### src/pfl_pkg.sv
/*
 * Constants for the program security fuse lock: register addresses, field
 * positions, key values, burn timing and the fuse burn sequencer states.
 * Assumes a 20 MHz system clock shared with the processor core.
 */
package pfl_pkg;
    localparam logic [7:0] ADDR_FLASH_CONTROL = 8'hB2;
    localparam logic [15:0] ADDR_FUSE_BURN_TRIGGER = 16'hFFD1;
    localparam logic [15:0] ADDR_FUSE_UNLOCK_KEY = 16'hFFD2;
    localparam logic [15:0] ADDR_PROTECTION_FUSE_STATUS = 16'hFFD7;
    localparam int CODE_PROTECT_POS = 6;
    localparam int PROGRAM_ENABLE_POS = 7;
    localparam int STRAP_LEVEL_POS = 5;
    localparam int LEVEL0_FUSE_POS = 1;
    localparam int LEVEL1_FUSE_POS = 0;
    localparam logic [7:0] UNLOCK_KEY = 8'h54;
    localparam logic [7:0] SELECT_LEVEL0 = 8'h81;
    localparam logic [7:0] SELECT_LEVEL1 = 8'h82;
    localparam logic [7:0] BURN_START = 8'hA6;
    localparam logic [7:0] READ_RESET = 8'h00;
    localparam int BURN_TIME_US = 500;
    localparam int CLK_MHZ = 20;
    localparam int BURN_CYCLES = BURN_TIME_US * CLK_MHZ;
    localparam int BURN_CNT_W = 16;
    localparam logic [6:0] PAGE_ZERO = 7'h00;
    typedef enum logic [1:0] {
        OP_READ = 2'h0,
        OP_WRITE = 2'h1,
        OP_PAGE_ERASE = 2'h2,
        OP_BULK_ERASE = 2'h3
    } pfl_op_t;
    typedef enum logic [1:0] {
        BURN_IDLE = 2'h0,
        BURN_UNLOCKED = 2'h1,
        BURN_SELECTED = 2'h3,
        BURN_ACTIVE = 2'h2
    } pfl_burn_t;
endpackage
### src/pfl_lock.sv
/*
 * Program security fuse lock: code-protect bit, fuse burn sequencer,
 * sticky security fuses and the gate on emulator and processor flash
 * requests. Assumes the processor presents single-cycle register strobes
 * on clk, that por_n is a power-on reset only and that rst_n is the
 * processor/chip reset. The strap pin is asynchronous.
 * Fuses are sticky flops that only por_n clears; a chip reset keeps them.
 */
`timescale 1ns/10ps
`default_nettype none
module pfl_lock #(
    parameter int BURN_CYCLES = pfl_pkg::BURN_CYCLES
) (
    // Clock and resets
    input wire logic clk,
    input wire logic rst_n,
    input wire logic por_n,
    // Internal special function register bus
    input wire logic sfr_wr,
    input wire logic sfr_rd,
    input wire logic [7:0] sfr_addr,
    // External-space peripheral register bus
    input wire logic xsfr_wr,
    input wire logic xsfr_rd,
    input wire logic [15:0] xsfr_addr,
    // Shared write data and registered read data
    input wire logic [7:0] reg_wdata,
    output logic [7:0] reg_rdata,
    // Lock strap pin
    input wire logic strap_pin,
    // Emulator port flash requests
    input wire logic emu_req,
    input wire logic [1:0] emu_op,
    input wire logic [6:0] emu_page,
    output logic emu_grant,
    output logic emu_refuse,
    output logic emulator_port_disable,
    // Processor flash requests
    input wire logic cpu_req,
    input wire logic [1:0] cpu_op,
    input wire logic [6:0] cpu_page,
    output logic cpu_grant,
    output logic cpu_refuse,
    // Protection status to the memory system
    output logic ext_read_block,
    output logic external_data_ram_clear,
    output logic fuse_burn_strobe
);
    typedef struct packed {
        // Strap synchroniser
        logic strap_s1;
        logic strap_s2;
        // Lock and boot sampling
        logic code_protect_bit;
        logic booted;
        logic level1_sampled;
        // Burn sequencer
        logic level1_select;
        logic strap_dropped;
        pfl_pkg::pfl_burn_t burn;
        logic [pfl_pkg::BURN_CNT_W-1:0] burn_cnt;
        // Registered outputs
        logic [7:0] rdata;
        logic emu_grant;
        logic emu_refuse;
        logic emu_disable;
        logic cpu_grant;
        logic cpu_refuse;
        logic read_block;
        logic ram_clear;
        logic burning;
    } pfl_state_t;

    // Kept apart: fuses answer to power-on reset only
    typedef struct packed {
        logic level0_fuse;
        logic level1_fuse;
    } pfl_fuse_t;

    localparam logic [pfl_pkg::BURN_CNT_W-1:0] BURN_LOAD =
        pfl_pkg::BURN_CNT_W'(BURN_CYCLES - 1);

    pfl_state_t state_reg;
    pfl_state_t state_next;
    pfl_fuse_t fuse_reg;
    pfl_fuse_t fuse_next;

    // Gate results
    logic protect_on;
    logic emu_off;
    logic emu_ok;
    logic cpu_ok;
    // Decoded register strobes
    logic fc_wr;
    logic trig_wr;
    logic key_wr;
    logic stat_wr;
    logic fc_rd;
    logic stat_rd;
    logic burn_done;

    always_comb begin
        // One address per register; unmapped addresses match nothing
        fc_wr = sfr_wr && (sfr_addr == pfl_pkg::ADDR_FLASH_CONTROL);
        fc_rd = sfr_rd && (sfr_addr == pfl_pkg::ADDR_FLASH_CONTROL);
        trig_wr = xsfr_wr && (xsfr_addr == pfl_pkg::ADDR_FUSE_BURN_TRIGGER);
        key_wr = xsfr_wr && (xsfr_addr == pfl_pkg::ADDR_FUSE_UNLOCK_KEY);
        stat_wr = xsfr_wr && (xsfr_addr == pfl_pkg::ADDR_PROTECTION_FUSE_STATUS);
        stat_rd = xsfr_rd && (xsfr_addr == pfl_pkg::ADDR_PROTECTION_FUSE_STATUS);
        // The bit only counts once the level 0 fuse is blown
        protect_on = state_reg.code_protect_bit && fuse_reg.level0_fuse;
        // Live fuse covers a burn completed since the last reset
        emu_off = state_reg.level1_sampled || fuse_reg.level1_fuse;
    end

    // Burn ends when the counter loaded at the trigger has run down
    always_comb begin
        burn_done = (state_reg.burn == pfl_pkg::BURN_ACTIVE)
            && (state_reg.burn_cnt == '0);
    end

    // Emulator gate; level 1 shuts the port whatever the operation
    always_comb begin
        emu_ok = 1'b1;
        if (emu_off) begin
            emu_ok = 1'b0;
        end else if (protect_on) begin
            case (emu_op)
                pfl_pkg::OP_READ: begin
                    // No external view of code or data while protected
                    emu_ok = 1'b0;
                end
                pfl_pkg::OP_WRITE: begin
                    if (emu_page == pfl_pkg::PAGE_ZERO) begin
                        emu_ok = 1'b0;
                    end else begin
                        emu_ok = 1'b0;
                    end
                end
                pfl_pkg::OP_PAGE_ERASE: begin
                    if (emu_page == pfl_pkg::PAGE_ZERO) begin
                        emu_ok = 1'b0;
                    end else begin
                        emu_ok = 1'b0;
                    end
                end
                pfl_pkg::OP_BULK_ERASE: begin
                    // The one operation the emulator may still start under level 0
                    emu_ok = 1'b1;
                end
                default: begin
                    emu_ok = 1'b0;
                end
            endcase
        end
    end

    // Processor gate; the bulk erase path belongs to the emulator only
    always_comb begin
        cpu_ok = 1'b1;
        // Page zero is guarded only while level 0 is active
        case (cpu_op)
            pfl_pkg::OP_READ: begin
                // The processor always reads its own code
                cpu_ok = 1'b1;
            end
            pfl_pkg::OP_WRITE: begin
                if (protect_on && cpu_page == pfl_pkg::PAGE_ZERO) begin
                    cpu_ok = 1'b0;
                end
            end
            pfl_pkg::OP_PAGE_ERASE: begin
                if (protect_on && cpu_page == pfl_pkg::PAGE_ZERO) begin
                    cpu_ok = 1'b0;
                end
            end
            pfl_pkg::OP_BULK_ERASE: begin
                // Global erase is started from the emulator side only
                cpu_ok = 1'b0;
            end
            default: cpu_ok = 1'b1;
        endcase
    end

    always_comb begin
        // Hold everything unless a branch below says otherwise
        state_next = state_reg;
        fuse_next = fuse_reg;

        // Strap passes two flops before anything looks at it
        state_next.strap_s1 = strap_pin;
        state_next.strap_s2 = state_reg.strap_s1;

        // Level 1 is taken on the first edge after reset release
        state_next.booted = 1'b1;
        if (!state_reg.booted) begin
            // Held until the next chip reset, whatever the fuse does later
            state_next.level1_sampled = fuse_reg.level1_fuse;
        end

        // Set-only; zero writes leave it alone, reset alone clears it
        if (fc_wr && reg_wdata[pfl_pkg::CODE_PROTECT_POS]) begin
            state_next.code_protect_bit = 1'b1;
        end

        // Fuse burn sequencer
        case (state_reg.burn)
            pfl_pkg::BURN_IDLE: begin
                // Other key values are refused and leave it idle
                if (key_wr && reg_wdata == pfl_pkg::UNLOCK_KEY) begin
                    state_next.burn = pfl_pkg::BURN_UNLOCKED;
                end
            end
            pfl_pkg::BURN_UNLOCKED: begin
                // Waiting for a selection code; other values are ignored
                if (key_wr && reg_wdata != pfl_pkg::UNLOCK_KEY) begin
                    state_next.burn = pfl_pkg::BURN_IDLE;
                end else if (stat_wr && reg_wdata[pfl_pkg::PROGRAM_ENABLE_POS]) begin
                    // Program enable bit is part of both selection codes
                    if (reg_wdata == pfl_pkg::SELECT_LEVEL0) begin
                        state_next.level1_select = 1'b0;
                        state_next.burn = pfl_pkg::BURN_SELECTED;
                    end else if (reg_wdata == pfl_pkg::SELECT_LEVEL1) begin
                        state_next.level1_select = 1'b1;
                        state_next.burn = pfl_pkg::BURN_SELECTED;
                    end
                end
            end
            pfl_pkg::BURN_SELECTED: begin
                // Waiting for the trigger; the selection may still be withdrawn
                if (key_wr && reg_wdata != pfl_pkg::UNLOCK_KEY) begin
                    state_next.burn = pfl_pkg::BURN_IDLE;
                end else if (stat_wr && !reg_wdata[pfl_pkg::PROGRAM_ENABLE_POS]) begin
                    state_next.burn = pfl_pkg::BURN_UNLOCKED;
                end else if (trig_wr && reg_wdata == pfl_pkg::BURN_START) begin
                    state_next.burn = pfl_pkg::BURN_ACTIVE;
                    state_next.burn_cnt = BURN_LOAD;
                    // A fresh burn forgets any earlier strap drop
                    state_next.strap_dropped = 1'b0;
                end
            end
            pfl_pkg::BURN_ACTIVE: begin
                // A level 1 burn needs the strap high on every cycle
                if (!state_reg.strap_s2) begin
                    state_next.strap_dropped = 1'b1;
                end
                if (trig_wr && reg_wdata != pfl_pkg::BURN_START) begin
                    state_next.burn = pfl_pkg::BURN_SELECTED;
                end else if (key_wr && reg_wdata != pfl_pkg::UNLOCK_KEY) begin
                    state_next.burn = pfl_pkg::BURN_IDLE;
                end else if (burn_done) begin
                    // One fuse per sequence; back to selected, not re-armed
                    state_next.burn = pfl_pkg::BURN_SELECTED;
                    if (!state_reg.level1_select) begin
                        fuse_next.level0_fuse = 1'b1;
                    end else if (!state_reg.strap_dropped && state_reg.strap_s2) begin
                        fuse_next.level1_fuse = 1'b1;
                    end
                end else begin
                    // Count down; the burn length is the parameter
                    state_next.burn_cnt = state_reg.burn_cnt - 1'b1;
                end
            end
            default: state_next.burn = pfl_pkg::BURN_IDLE;
        endcase

        // Read data, registered; write-only fields read as zero
        state_next.rdata = '0;
        if (fc_rd) begin
            // Other bits of this register belong to the flash controller
            state_next.rdata[pfl_pkg::CODE_PROTECT_POS] = state_reg.code_protect_bit;
        end else if (stat_rd) begin
            // Program enable is write-only and reads back as zero
            state_next.rdata[pfl_pkg::PROGRAM_ENABLE_POS] = 1'b0;
            state_next.rdata[pfl_pkg::STRAP_LEVEL_POS] = state_reg.strap_s2;
            state_next.rdata[pfl_pkg::LEVEL0_FUSE_POS] = fuse_reg.level0_fuse;
            state_next.rdata[pfl_pkg::LEVEL1_FUSE_POS] = fuse_reg.level1_fuse;
        end

        // Request answers, one cycle later; idle cycles answer nothing
        state_next.emu_grant = 1'b0;
        state_next.emu_refuse = 1'b0;
        if (emu_req) begin
            if (emu_ok) begin
                state_next.emu_grant = 1'b1;
            end else begin
                state_next.emu_refuse = 1'b1;
            end
        end
        state_next.cpu_grant = 1'b0;
        state_next.cpu_refuse = 1'b0;
        if (cpu_req) begin
            if (cpu_ok) begin
                state_next.cpu_grant = 1'b1;
            end else begin
                state_next.cpu_refuse = 1'b1;
            end
        end

        // Status levels follow the gate inputs by one cycle
        state_next.emu_disable = emu_off;
        state_next.read_block = protect_on;
        state_next.ram_clear = 1'b0;
        if (emu_req && emu_ok && (emu_op == pfl_pkg::OP_BULK_ERASE)) begin
            // Global erase wipes data RAM even when unprotected
            state_next.ram_clear = 1'b1;
        end

        // Strobe rises with the state, so it covers the whole burn
        state_next.burning = (state_next.burn == pfl_pkg::BURN_ACTIVE);
    end

    // Chip reset clears the lock bit and the sequencer; a reset alone releases level 0 protection
    always_ff @(posedge clk or negedge rst_n) begin
        if (!rst_n) begin
            state_reg <= '0;
        end else begin
            state_reg <= state_next;
        end
    end

    // Fuses survive chip reset; only power-on clears the model
    always_ff @(posedge clk or negedge por_n) begin
        if (!por_n) begin
            fuse_reg <= '0;
        end else begin
            // Or-ing in keeps a blown fuse blown whatever fuse_next says
            fuse_reg <= fuse_next | fuse_reg;
        end
    end

    // Register bus
    assign reg_rdata = state_reg.rdata;
    // Request answers
    assign emu_grant = state_reg.emu_grant;
    assign emu_refuse = state_reg.emu_refuse;
    assign emulator_port_disable = state_reg.emu_disable;
    assign cpu_grant = state_reg.cpu_grant;
    assign cpu_refuse = state_reg.cpu_refuse;
    // Protection status
    assign ext_read_block = state_reg.read_block;
    assign external_data_ram_clear = state_reg.ram_clear;
    assign fuse_burn_strobe = state_reg.burning;
endmodule // pfl_lock
`default_nettype wire

### config.mk
export PLATFORM = sky130hd
export DESIGN_NAME = pfl_lock
export DESIGN_NICKNAME = d
export VERILOG_FILES = /design/src/pfl_pkg.sv /design/src/pfl_lock.sv
export SDC_FILE = /design/constraint.sdc
export NUM_CORES = 1
export LEC_CHECK = 0
export CORE_MARGIN = 4
export CORE_UTILIZATION = 40
export DETAILED_ROUTE_END_ITERATION = 10
export DONT_BUFFER_PORTS = 1
export GPL_TIMING_DRIVEN = 1
export MAX_ROUTING_LAYER = met4
export SYNTH_ARGS = -nofsm -noshare
export SYNTH_HDL_FRONTEND = slang
export SYNTH_SLANG_ARGS = --single-unit
### constraint.sdc
create_clock -name clk -period 3.65 [get_ports clk]
set_input_delay 0.5475 -clock clk [delete_from_list [all_inputs] [get_ports clk]]
set_output_delay 0.5475 -clock clk [all_outputs]
set_load 0.005 [all_outputs]
==> parameters.txt <==
Parameter                              Value

Floorplan
  Effective utilization at floorplan ... 41.9%
  Die boundary height ... 81.6 um
  Standard cell core area ... 5170 um2
  Row count ... 26
  Full die area ... 6660 um2
  Horizontal die dimension ... 81.6 um
  Count of boundary I/O pins ... 76

Layout
  Area of all sequential standard cells ... 976 um2
  Flip-flop count of the largest register after layout ... 24
  Number of nets at the end of the flow ... 294
  Total area of multi-input combinational cells ... 1090 um2
  Fillers ... 493
  Layout cell share with drive strength beyond 1 ... 11.2%
  N_diodes ... 0
  Final non-filler cell area ... 2350 um2
  Synth-to-layout area growth ... 8.60%

Yosys
  Most used flip-flop cell after synthesis ... sky130_fd_sc_hd__dfrtp_1
  Unique masters post-synth ... 45
  Post-synth top area share ... 45.0%
  Fraction of registers with async set or reset after synthesis ... 100%
  Synth Warn # ... 0
  Synth area leader ... sky130_fd_sc_hd__dfrtp_1
  Part of the Yosys area used for sequential elements ... 45.0%
  Total of flip-flops plus latches after synthesis ... 39
  Commonest cells in the synthesized netlist ... 39 x sky130_fd_sc_hd__dfrtp_1, 15 x sky130_fd_sc_hd__nor2_1, 13 x sky130_fd_sc_hd__a21oi_1
  Per-instance average area after synthesis ... 9.26 um2
  Leading cell types by total area after synthesis ... sky130_fd_sc_hd__dfrtp_1 45%, sky130_fd_sc_hd__nor4_1 3.2%, sky130_fd_sc_hd__a21oi_1 3.0%
  Number of standard cells after synthesis ... 234
  Number of synthesized flops with an enable pin ... 0
  Cell Area, Synth ... 2170 um2
  Most common cell in the netlist ... sky130_fd_sc_hd__dfrtp_1

CTS
  TritonCTS clock tree ... yes
  Number of CTS-inserted buffers ... 5
  Total of cells resized after clock tree synthesis ... 0
  Level count of the clock H-tree ... 2
  Clock Sink Count ... 39
  Clock latency at the later pin of the worst-skew pair ... 0.28 ns
  Clock slew at the register clock pins of the worst setup and hold paths ... 0.07 ns
  Root buffer cell ... sky130_fd_sc_hd__clkbuf_8
  Buffer levels on the longest clock path ... 2

Critical path
  Number of logic stages on the critical path including buffering ... 6
  Type of origin of the critical path ... flip-flop
  Data required time at the worst endpoint ... 3.86 ns
  Buf/Inv on CP ... 0
  Cells along the critical path ... or4_4 > or4_1 > or4_4 > or3_1 > or4_1 > a21oi_1
  Gate family responsible for the most delay along the worst path ... simple AND/OR/NAND/NOR gates
  Crit path max-delay cell type ... sky130_fd_sc_hd__or4_4
  Endpoint type of the worst setup path ... flip-flop
  Kind of critical path ... flip-flop to flip-flop
  Worst Reg2Reg Path Length in Cells ... 6
  Peak fanout along the critical path ... 6
  Crit path largest cell delay ... 0.56 ns
  Signal arrival time at the worst endpoint ... 3.22 ns

Hold path
  Type of the worst min-delay path ... input pin to asynchronous set/reset pin

GRT
  GRT Total Usage ... 15.4%
  First-pass GRT wire length ... 7770 um
  Remaining Overflow, GRT ... 0
  Initial antenna violation count ... 0
  Via count of the first global-routing pass ... 1643
  Pin count of the biggest net entering global routing ... 38

STA
  Worst-Margin Slew ... 0.793 ns
  Achievable frequency ... 0.332 GHz
  Setup violations, final ... 0
  Post-route clock period utilization ... 82.5%
  Post-Route Skew ... 0.00236 ns
  Count of final max-slew check failures ... 0
  Tightest slew margin relative to the limit ... 46.7%
  Final count of hold timing violations ... 0
  RSZ-0062 raised after global routing ... no
  Tmin final ... 3.01 ns
  Total Negative Setup Slacks ... 0 ns

Job
  Max-capacitance violation count ... 0

Pwr
  Combinational power share ... 3.1%
  Switching fraction of total power ... 18.4%
  Peak VDD IR ... 0.149 mV
  Power density relative to cell area ... 375 nW/um2
  Power share of the clock group ... 47.3%
  Total net switching power ... 0.163 mW
  Sequential share of power ... 49.6%
  Leakage power of the design ... 0.927 nW
  Design internal power ... 0.721 mW

Place
  Final GP Congestion ... 0.813
  Post-DP HPWL ... 3490 um
  Number of input and output port buffers inserted ... 0
  Post-detailed-placement cell area ... 2190 um2

Detailed routing
  Number of DRC markers in iteration 0 ... 77
  Post-route antenna net violation count ... 0
  Total via count after detailed routing ... 1766
  Average wire length per cell after detail routing ... 15.8 um
  Final wirelength ... 4780 um
  Drt drc ... 0
  Detail-routed via count per cell ... 5.85
  1st-pass router iterations ... 4

Status
  Status ... completed
[worst reg2reg max path, delay by kind of cell (launching register included)]
kind	cells	cell delay [ns]
AND/OR/NAND/NOR	5	2.38
flip-flops	1	0.40
AO/OA/AOI/OAI	1	0.16
[placed cells by master (no fill, tap or decap), types with 3 or more instances in the layout]
cell type                  instances
sky130_fd_sc_hd__nor3_1           12
sky130_fd_sc_hd__or4_1             6
sky130_fd_sc_hd__a31oi_1           3
sky130_fd_sc_hd__or2_2             5
sky130_fd_sc_hd__or3_1             9
sky130_fd_sc_hd__clkbuf_8          5
sky130_fd_sc_hd__nor2_1           15
sky130_fd_sc_hd__nand3_1           8
sky130_fd_sc_hd__conb_1            5
sky130_fd_sc_hd__nor2b_1           4
sky130_fd_sc_hd__nand4b_1          3
sky130_fd_sc_hd__dfrtp_1          39
sky130_fd_sc_hd__and3_1            3
sky130_fd_sc_hd__nor4_1           11
sky130_fd_sc_hd__nand2_1           9
sky130_fd_sc_hd__nand2b_1          3
sky130_fd_sc_hd__and2_1            7
sky130_fd_sc_hd__o21a_1            3
sky130_fd_sc_hd__o31ai_1           6
sky130_fd_sc_hd__o22a_1            3
sky130_fd_sc_hd__nand4_1           8
sky130_fd_sc_hd__a21oi_1          13
sky130_fd_sc_hd__inv_1             7
sky130_fd_sc_hd__nand3b_1          3
sky130_fd_sc_hd__ha_1              3
sky130_fd_sc_hd__o21ai_0          11
[cells by family (layout without fill, tap and decap cells)]
logic type                 after synthesis  count (layout)  synth area share, %
and+or+nand+nor                        114             114                 31.0
AOI/OAI and AO/OA                       48              48                 14.4
DFF                                     39              39                 45.0
buffers and inverters                   24              19                 5.60
adders and majority gates                3               3                 1.73
muxes                                    3               3                 1.50
other                                    2               5                0.347
xor gates and xnor gates                 1               1                0.404
[area by class of cell]
cell class              instances  area share, %
clock buffers                   6           3.08
multi-input cells             174           46.1
inverters                       7           1.12
repair buffers                  4           1.91
clock inverters                 2           2.55
flip-flops and latches         39           41.5
well taps                      70           3.72
[final timing paths]
| kind | from | end | slack, ns |
|---|---|---|---|
| hold / removal | rst_n | state_reg[23] | 0.08 |
| setup reg to reg | state_reg[22] | state_reg[31] | 0.64 |
| min in group clk | strap_pin | state_next[39] | 0.29 |
| hold reg to reg | state_next[39] | state_reg[39] | 0.37 |
| setup / recovery | state_reg[22] | state_reg[31] | 0.64 |
| max in group asynchronous | por_n | fuse_reg[0] | 3.03 |
[through the flow]
step | setup WS, ns | utilization (%) | std cells | total power [mW] | hold WS, ns
floorplan | 0.806 | - | 237 | 0.463 | 0.252
global placement | 0.661 | 42.4 | 292 | 0.463 | 0.252
detailed placement | 0.648 | 42.4 | 292 | 0.463 | 0.252
CTS | 0.630 | 45.5 | 302 | 0.899 | 0.0882
global route | 0.537 | 45.5 | 302 | 0.922 | 0.0870
finish | 0.639 | 45.5 | 302 | 0.883 | 0.0828
[routing by layer]
metal	GRT usage, %	up-vias	part of all wire (%)
met5	-	-	0
met3	3.51	6	5.7
li1	-	853	-
met1	19.8	853	45
met2	24.4	54	48
met4	4.49	0	1.1
[what timing repair did]
item | 4_1_cts | 5_1_grt
endpoints found under the setup margin | 0 | 0
hold buffers | 2 | 0
setup buffers | 0 | 0
endpoints found under the hold margin | 39 | 0
[power groups by stage]
stage	combinational [mW]	sequential [mW]	clock, mW
after floorplan	0.0170	0.446	0
after global placement	0.0157	0.447	0
after detailed placement	0.0159	0.447	0
after CTS	0.0279	0.439	0.433
after global routing	0.0317	0.439	0.451
final	0.0270	0.439	0.418
(Power assumes the default switching activity.)
